File: src/design/hmdc_pkg.sv
// Constants, state codes and the configuration carrier for the haptic drive control.
// Assumes one synchronous clock domain; pin-side inputs are synchronised in the core.
// Contract
// - Drive path runs only while the actuator type field is nonzero.
// - Type 10 drives a DC motor; the level sign sets the direction.
// - Type 01 drives an alternating carrier whose envelope follows the level.
// - Source bit 0 takes the level from the pulse-width input.
// - Source bit 1 takes the level from the host signed amplitude.
// - Duty cycle gives a signed code per period; 50% maps to 0, extremes to 127.
// - Code inside squelch range for over 512 ticks forces zero output.
// - Output scales as code over 127 times the gain setting; the code scales the code by (setting+1)/8 instead.
// - Resonant envelope uses the same scaled code from the selected source.
// - Resonant register mode: pin sets carrier, amplitude sampled per pin period.
// - Code is low-pass filtered by bandwidth setting, then sent to 8-bit converter.
// - Overcurrent sets short flag, grounds both outputs, resumes when gone.
// - Thermal alarm stops driving; driving resumes at once when it clears.
package hmdc_pkg;

  localparam int unsigned   CNT_W        = 16;       // Period counter width
  localparam logic [15:0]   CNT_MAX      = 16'hFFFF; // Counter saturation value
  localparam logic [31:0]   CODE_SPAN    = 32'h0000_00FE; // 254 steps over full duty
  localparam logic [9:0]    CODE_OFS     = 10'h07F;  // Code offset 127
  localparam logic [7:0]    CODE_MAX     = 8'h7F;    // Largest magnitude 127
  localparam logic [9:0]    SQL_LIMIT    = 10'h200;  // Squelch tick limit 512
  localparam logic [2:0]    BW_SHIFT_MAX = 3'h4;     // Filter shift at lowest bandwidth
  localparam logic [15:0]   ACC_RST      = 16'h0000; // Filter reset value
  localparam logic [7:0]    DAC_RST      = 8'h00;    // Converter code after reset
  localparam logic [1:0]    TYPE_OFF     = 2'h0;     // Drive disabled
  localparam logic [1:0]    TYPE_LRA     = 2'h1;     // Resonant actuator
  localparam logic [1:0]    TYPE_ERM     = 2'h2;     // Rotating mass motor
  localparam logic          SRC_PWM      = 1'b0;     // Level from pulse-width pin
  localparam logic          SRC_REG      = 1'b1;     // Level from host amplitude

  typedef enum logic [2:0] {
    ST_OFF  = 3'b001,
    ST_RUN  = 3'b010,
    ST_HALT = 3'b100
  } hmdc_state_t;

  typedef struct packed {
    logic [1:0]        actuator_type_select;   // 00 off, 01 resonant, 10 DC motor
    logic              drive_source_select;    // 0 pin, 1 host amplitude
    logic [6:0]        drive_squelch_range;    // Magnitude treated as silence
    logic signed [7:0] host_drive_amplitude;   // Signed host level
    logic              drive_range_bit;        // Host sets 1 in DC register mode
    logic [2:0]        output_gain_setting;    // Gain is (setting+1)/8
    logic [1:0]        drive_filter_bandwidth; // Larger is faster
  } hmdc_cfg_t;

endpackage : hmdc_pkg

File: src/design/hmdc_core.sv
// Haptic drive control: duty measurement, source select, squelch, gain,
// low-pass filter and fault shutdown feeding an 8-bit converter code.
// Assumes the pulse-width pin and fault detectors are asynchronous to REF_CLK_I.
`timescale 1ns/1ns
`default_nettype none
module hmdc_core
  import hmdc_pkg::*;
(
  input  wire logic              REF_CLK_I,      // System clock, 250 MHz
  input  wire logic              SRST_I,         // Synchronous reset, active high
  input  wire hmdc_cfg_t         CFG_I,          // Configuration bits
  input  wire logic              PWM_IN_I,       // Pulse-width input pin
  input  wire logic              SHORT_DET_I,    // Overcurrent detector level
  input  wire logic              THERM_ALARM_I,  // Thermal alarm flag level
  output logic signed [7:0]      DAC_CODE_O,     // Signed converter code
  output logic                   MOUT_GND_O,     // Both motor outputs grounded
  output logic                   DRIVE_ACTIVE_O, // Drive path running
  output logic                   SHORT_FLAG_O    // Output short flag
);

  hmdc_state_t       state_r, state_nxt;
  logic              pwm_s1_r, pwm_s2_r, pwm_d_r;
  logic              sht_s1_r, sht_s2_r, thm_s1_r, thm_s2_r;
  logic [15:0]       hi_cnt_r, hi_cnt_nxt, per_cnt_r, per_cnt_nxt;
  logic              seen_r, seen_nxt;
  logic signed [7:0] code_r, code_nxt, duty_code, amp_c, target, env;
  logic [9:0]        sq_cnt_r, sq_cnt_nxt;
  logic signed [15:0] acc_r, acc_nxt, tgt_s;
  logic signed [16:0] diff, step;
  logic signed [7:0] dac_r, dac_nxt;
  logic              gnd_r, gnd_nxt, sht_r;
  logic              rise, fault, tick, squelched, in_sq;
  logic [31:0]       num, quo;
  logic signed [9:0] qc;
  logic [7:0]        mag;
  logic [3:0]        g1;
  logic signed [12:0] prod;
  logic [2:0]        shift;

  // Two-flop synchronisers; only the second stage is read
  always_ff @(posedge REF_CLK_I) begin
    if (SRST_I) begin
      {pwm_s1_r, pwm_s2_r, pwm_d_r} <= 3'h0;
      {sht_s1_r, sht_s2_r, thm_s1_r, thm_s2_r} <= 4'h0;
    end else begin
      pwm_s1_r <= PWM_IN_I;
      pwm_s2_r <= pwm_s1_r;
      pwm_d_r  <= pwm_s2_r;
      sht_s1_r <= SHORT_DET_I;
      sht_s2_r <= sht_s1_r;
      thm_s1_r <= THERM_ALARM_I;
      thm_s2_r <= thm_s1_r;
    end
  end

  assign rise  = pwm_s2_r & ~pwm_d_r;
  assign fault = sht_s2_r | thm_s2_r;

  // Period and high-time counters, restarted at each rising edge
  always_comb begin
    per_cnt_nxt = (per_cnt_r == CNT_MAX) ? per_cnt_r : per_cnt_r + 16'h0001;
    hi_cnt_nxt  = (pwm_s2_r && hi_cnt_r != CNT_MAX) ? hi_cnt_r + 16'h0001 : hi_cnt_r;
    seen_nxt    = seen_r | rise;
    if (rise) begin
      per_cnt_nxt = 16'h0001;
      hi_cnt_nxt  = 16'h0001;
    end
  end

  // Rounded duty to code; the divider is wide but the clock has slack per period
  always_comb begin
    num = ({16'h0000, hi_cnt_r} * CODE_SPAN) + {17'h00000, per_cnt_r[15:1]};
    quo = (per_cnt_r == 16'h0000) ? 32'h0000_0000 : num / {16'h0000, per_cnt_r};
    qc  = (quo > CODE_SPAN) ? $signed(CODE_OFS) : $signed(quo[9:0]) - $signed(CODE_OFS);
    if (qc > $signed({2'h0, CODE_MAX})) begin
      duty_code = $signed(CODE_MAX);
    end else if (qc < -$signed({2'h0, CODE_MAX})) begin
      duty_code = -$signed(CODE_MAX);
    end else begin
      duty_code = qc[7:0];
    end
  end

  // Host amplitude of -128 is pulled in to keep the code symmetric
  assign amp_c = (CFG_I.host_drive_amplitude == 8'sh80) ? -$signed(CODE_MAX)
                                                        : CFG_I.host_drive_amplitude;

  // DC register mode samples every clock; otherwise once per pin period
  assign tick = (CFG_I.drive_source_select == SRC_REG &&
                 CFG_I.actuator_type_select != TYPE_LRA) ? 1'b1 : rise;

  always_comb begin
    code_nxt = code_r;
    if (CFG_I.drive_source_select == SRC_PWM) begin
      if (rise && seen_r) begin
        code_nxt = duty_code;
      end
    end else if (tick) begin
      code_nxt = amp_c;
    end
  end

  // Squelch counts ticks while the code sits inside the quiet band
  assign mag   = code_r[7] ? 8'(-code_r) : 8'(code_r);
  assign in_sq = mag <= {1'b0, CFG_I.drive_squelch_range};
  always_comb begin
    sq_cnt_nxt = sq_cnt_r;
    if (!in_sq) begin
      sq_cnt_nxt = 10'h000;
    end else if (tick && sq_cnt_r <= SQL_LIMIT) begin
      sq_cnt_nxt = sq_cnt_r + 10'h001;
    end
  end
  // Leaving the band lifts squelch at once, so a count left at 513 cannot mute a new level
  assign squelched = in_sq && (sq_cnt_r > SQL_LIMIT);

  // Gain as (setting+1)/8 keeps the full-scale result inside 127
  assign g1     = {1'b0, CFG_I.output_gain_setting} + 4'h1;
  assign prod   = code_r * $signed({1'b0, g1});
  assign target = squelched ? 8'sh00 : prod[10:3];

  // First-order low-pass; a larger bandwidth setting means a smaller shift
  assign tgt_s = {target, 8'h00};
  assign shift = BW_SHIFT_MAX - {1'b0, CFG_I.drive_filter_bandwidth};
  assign diff  = 17'(tgt_s) - 17'(acc_r);
  assign step  = diff >>> shift;
  always_comb begin
    acc_nxt = (state_r == ST_RUN) ? 16'(acc_r + step[15:0]) : ACC_RST;
  end
  assign env = acc_r[15:8];

  // Drive mode and fault handling; a cleared type field overrides faults
  always_comb begin
    state_nxt = state_r;
    case (state_r)
      ST_OFF: begin
        if (CFG_I.actuator_type_select != TYPE_OFF) begin
          state_nxt = fault ? ST_HALT : ST_RUN;
        end
      end
      ST_RUN: begin
        if (CFG_I.actuator_type_select == TYPE_OFF) begin
          state_nxt = ST_OFF;
        end else if (fault) begin
          state_nxt = ST_HALT;
        end
      end
      ST_HALT: begin
        if (CFG_I.actuator_type_select == TYPE_OFF) begin
          state_nxt = ST_OFF;
        end else if (!fault) begin
          state_nxt = ST_RUN;
        end
      end
      default: state_nxt = ST_OFF;
    endcase
  end

  // Converter code: DC level or envelope flipped by the pin for the carrier
  always_comb begin
    dac_nxt = DAC_RST;
    gnd_nxt = 1'b1;
    if (state_r == ST_RUN) begin
      gnd_nxt = 1'b0;
      if (CFG_I.actuator_type_select == TYPE_LRA) begin
        dac_nxt = pwm_s2_r ? env : 8'(-env);
      end else begin
        dac_nxt = env;
      end
    end
  end

  always_ff @(posedge REF_CLK_I) begin
    if (SRST_I) begin
      state_r   <= ST_OFF;
      hi_cnt_r  <= 16'h0000;
      per_cnt_r <= 16'h0000;
      seen_r    <= 1'b0;
      code_r    <= 8'sh00;
      sq_cnt_r  <= 10'h000;
      acc_r     <= ACC_RST;
      dac_r     <= DAC_RST;
      gnd_r     <= 1'b1;
      sht_r     <= 1'b0;
    end else begin
      state_r   <= state_nxt;
      hi_cnt_r  <= hi_cnt_nxt;
      per_cnt_r <= per_cnt_nxt;
      seen_r    <= seen_nxt;
      code_r    <= code_nxt;
      sq_cnt_r  <= sq_cnt_nxt;
      acc_r     <= acc_nxt;
      dac_r     <= dac_nxt;
      gnd_r     <= gnd_nxt;
      sht_r     <= sht_s2_r;
    end
  end

  assign DAC_CODE_O     = dac_r;
  assign MOUT_GND_O     = gnd_r;
  assign DRIVE_ACTIVE_O = state_r == ST_RUN;
  assign SHORT_FLAG_O   = sht_r;
endmodule : hmdc_core
`default_nettype wire

File: config.mk
export PLATFORM = sky130hd
export DESIGN_NAME = hmdc_core
export DESIGN_NICKNAME = d
export VERILOG_FILES = /design/src/design/hmdc_pkg.sv /design/src/design/hmdc_core.sv
export SDC_FILE = /design/constraint.sdc
export NUM_CORES = 1
export LEC_CHECK = 0
export BUFFER_PORTS_ARGS = -buffer_cell sky130_fd_sc_hd__buf_2
export CORE_MARGIN = 2
export CORE_UTILIZATION = 57
export CTS_BUF_LIST = sky130_fd_sc_hd__clkbuf_4
export DETAILED_ROUTE_END_ITERATION = 6
export PLACE_DENSITY = 0.81
export SLEW_MARGIN = 25
export SYNTH_ARGS = -nofsm -noshare
export SYNTH_HDL_FRONTEND = slang
export SYNTH_SLANG_ARGS = --single-unit
export TNS_END_PERCENT = 100
File: constraint.sdc
create_clock -name REF_CLK_I -period 201.5 [get_ports REF_CLK_I]
set_clock_uncertainty 0.05 [all_clocks]
set_input_delay 30.225 -clock REF_CLK_I [delete_from_list [all_inputs] [get_ports REF_CLK_I]]
set_output_delay 30.225 -clock REF_CLK_I [all_outputs]
set_load 0.02 [all_outputs]
==> summary.md <==
| Metric | Value |
|---|---|
| Die height | `241 um` |
| Critical path fanouts, max | `36` |
| Layout-stage area growth over the synthesis result | `3.58%` |
| Clock root buffer | `sky130_fd_sc_hd__clkbuf_4` |
| Number of warnings reported in the yosys synthesis log | `0` |
| Worst EP arrival | `111510 ps` |
| Max-Cap Viols | `0` |
| Worst max-slew margin expressed relative to the limit | `27.8%` |
| Maximum number of buffers from clock root to sink | `2` |
| Fraction of final layout cells sized beyond drive strength 1 | `6.61%` |
| Via/cell ratio | `6.35` |
| Antenna violations before repair | `2` |
| Tightest hold margin | `387 ps` |
| DRC viols | `6` |
| Part of the cycle the worst path needs | `55.1%` |
| Post-synth cell types | `114` |
| Cell count after synthesis | `4373` |
| DP Area | `33100 um2` |
| Area of the core | `56100 um2` |
| Worst-path cell with the longest stage delay | `sky130_fd_sc_hd__o31ai_1` |
| PostCTS Resize Cnt | `0` |
| Cell area after synthesis | `32100 um2` |
| Top Ports | `40` |
| Path type of the worst setup path | `register to register` |
| Final count of negative-setup-slack endpoints | `0` |
| Most common cell on crit path | `sky130_fd_sc_hd__o21a_1` |
| Via count of the first global-routing pass | `29.7k` |
| Overall die area | `58300 um2` |
| Kind of end point of the critical path | `register` |
| Drt total wl | `87900 um` |
| Clk_lat worst skew | `580 ps` |
| Routed via count | `32.5k` |
| Nature of the critical path startpoint | `register` |
| Final hold viol count | `0` |
| GRT Util Overall | `29.6%` |
| Pre-antenna DRT Iters | `7` |
| Starting Density | `57.3%` |
| Mean cell area of the mapped netlist | `7.35 um2` |
| Count of flip-flops with a built-in enable after synthesis | `0` |
| Final weighted congestion of routability-driven global placement | `0.968` |
| Width of the die | `241 um` |
| DRC violation total after the first TritonRoute iteration | `2505` |
| RSZ-0062 raised after global routing | `no` |
| WP data required | `201940 ps` |
| Number of buffers created by CTS | `9` |
| Reg2Reg Launch Point | `hi_cnt_r[3]$_SDFFE_PP0P_` |
| Setup TNS after final layout | `0 ps` |
| Least-Margin Pin Slew | `1070 ps` |
| Final instance area | `33300 um2` |
| Clock transition at the registers of the reported paths | `200 ps` |
| Final min period | `111070 ps` |
| Proportion of synthesized chip area in sequential cells | `5.42%` |
| Routed wirelength normalized by instance count | `17.2 um` |
| Peak Freq | `9.00 MHz` |
| Wire length of the first global-routing pass | `144000 um` |
| Result of the run | `finished with violations` |
| Failing checks | `DRC` |
| Overall overflow remaining after global route | `0` |
| DPL Wire Length | `69500 um` |
| Largest incremental delay on the critical path | `880 ps` |
| FF+latch count, synth | `87` |
| # Post-CTS Setup Buffers | `0` |
| Clk sinks | `87` |
| Most frequent cells in the layout | `520 x sky130_fd_sc_hd__ha_1, 411 x sky130_fd_sc_hd__nor2_1, 361 x sky130_fd_sc_hd__nand2_1` |
| I/O Buffers | `38` |
| Leading cell type in the layout, fill and taps excluded | `sky130_fd_sc_hd__ha_1` |
| Post-route ant nets | `0` |
| CTS tree | `done` |
| Pin count of the biggest net entering global routing | `37` |
| Level count of the clock H-tree | `3` |
| Row count | `87` |
| Final Max Tran Viols | `0` |
| Fill cell count | `5024` |
| Min-delay src | `thm_s2_r$_SDFF_PP0_` |
| Classification of the worst-slack hold path | `register to register` |
| Prevailing post-synth register cell | `sky130_fd_sc_hd__dfxtp_1` |
| Post-layout worst setup margin | `90430 ps` |
| Post-synth ARST share | `0%` |
| Hold_buf cts | `0` |
| Worst-case setup slack after placement | `92720 ps` |
| CP startpoint | `hi_cnt_r[3]$_SDFFE_PP0P_` |
| Net count, final | `4971` |
path summary, 6_finish.rpt:
path / endpoint / slack [ps] / cells past startpoint
setup / recovery: code_r[3]$_SDFFE_PP0P_ / 90430 / 449
hold / removal: state_r[1]$_SDFFE_PP0P_ / 390 / 1
hold reg to reg: state_r[1]$_SDFFE_PP0P_ / 390 / 1
setup reg to reg: code_r[3]$_SDFFE_PP0P_ / 90430 / 449
Yosys cell counts, drive strengths merged (30+ instances only):
cell / n / share of area [%]
nor2b: 63 / 1.2
o211ai: 36 / 0.87
dfxtp: 87 / 5.4
clkbuf: 76 / 0.89
fa: 69 / 4.3
mux2: 102 / 3.6
o31ai: 123 / 2.9
xor2: 87 / 2.4
o21ai: 192 / 3.0
mux2i: 48 / 1.5
and2: 56 / 1.1
a211oi: 37 / 1.0
inv: 269 / 3.1
nand3: 102 / 1.6
a21o: 110 / 2.6
nand4: 37 / 0.74
or3: 43 / 0.85
xnor2: 223 / 6.1
a31oi: 46 / 0.98
nand2: 363 / 4.3
ha: 520 / 20
nor2: 413 / 4.8
a21oi: 284 / 4.5
nor3: 228 / 3.6
or2: 32 / 0.62
o21a: 220 / 5.1
buf: 30 / 0.42
o21bai: 36 / 0.84
nand2b: 67 / 1.3
worst max-delay path, delay by kind of cell, from the launching register on:
family | cells | cell delay [ps]
AO/OA/AOI/OAI | 271 | 64380
XOR/XNOR | 3 | 440
adder cells (fa/ha/maj) | 38 | 12360
buffers and inverters | 18 | 4260
flip-flops | 1 | 490
multiplexers | 6 | 2070
AND/OR/NAND/NOR | 113 | 26600
per-stage QoR:
step | util, % | instances
floorplan | - | 4378
global placement | 59.1 | 5098
detailed placement | 59.1 | 5098
CTS | 59.4 | 5114
global route | 59.4 | 5116
finish | 59.4 | 5116
cells by family (layout without fill, tap and decap cells):
| kind of cell | after synthesis | in the layout | synth area share (%) |
|---|---|---|---|
| other | 1 | 8 | 0.0117 |
| buffers and inverters | 377 | 357 | 4.48 |
| AO/OA/AOI/OAI | 1327 | 1327 | 28.8 |
| multiplexers | 151 | 151 | 5.16 |
| adder cells (fa/ha/maj) | 590 | 590 | 24.6 |
| flip-flops | 87 | 87 | 5.42 |
| AND/OR/NAND/NOR | 1530 | 1530 | 23.1 |
| XOR/XNOR | 310 | 310 | 8.45 |
state kept, by name, indices dropped and copies added, names as in the netlist, 3 cells and up:
register / flops
sq_cnt_r: 10
DAC_CODE_O: 8
acc_r: 16
hi_cnt_r: 16
code_r: 8
state_r: 3
per_cnt_r: 16
area by class of cell:
type / count / area, um2 / area share (%)
diodes: 2 / 5.00 / 0.0150
clock buffers: 9 / 67.6 / 0.203
clock inverters: 7 / 80.1 / 0.241
inverters: 271 / 1020 / 3.06
multi-input cells: 3914 / 29000 / 87.1
flip-flops and latches: 87 / 1740 / 5.23
well taps: 756 / 946 / 2.84
repair buffers: 70 / 430 / 1.29
routing by layer:
layer | part of all wire [%] | GRT usage [%] | wire length [um] | vias up
met4 | 2.5 | 8.16 | 2180 | 2
met1 | 45 | 39.9 | 39900 | 15119
met5 | 0.015 | 0 | 13 | -
met3 | 8.0 | 4.56 | 7060 | 167
met2 | 44 | 48.8 | 38700 | 1068
li1 | - | - | - | 16144
Power is left out: the tool's default activity adds up to more than one toggle a clock period on the data nets, which glitch-free logic cannot reach.
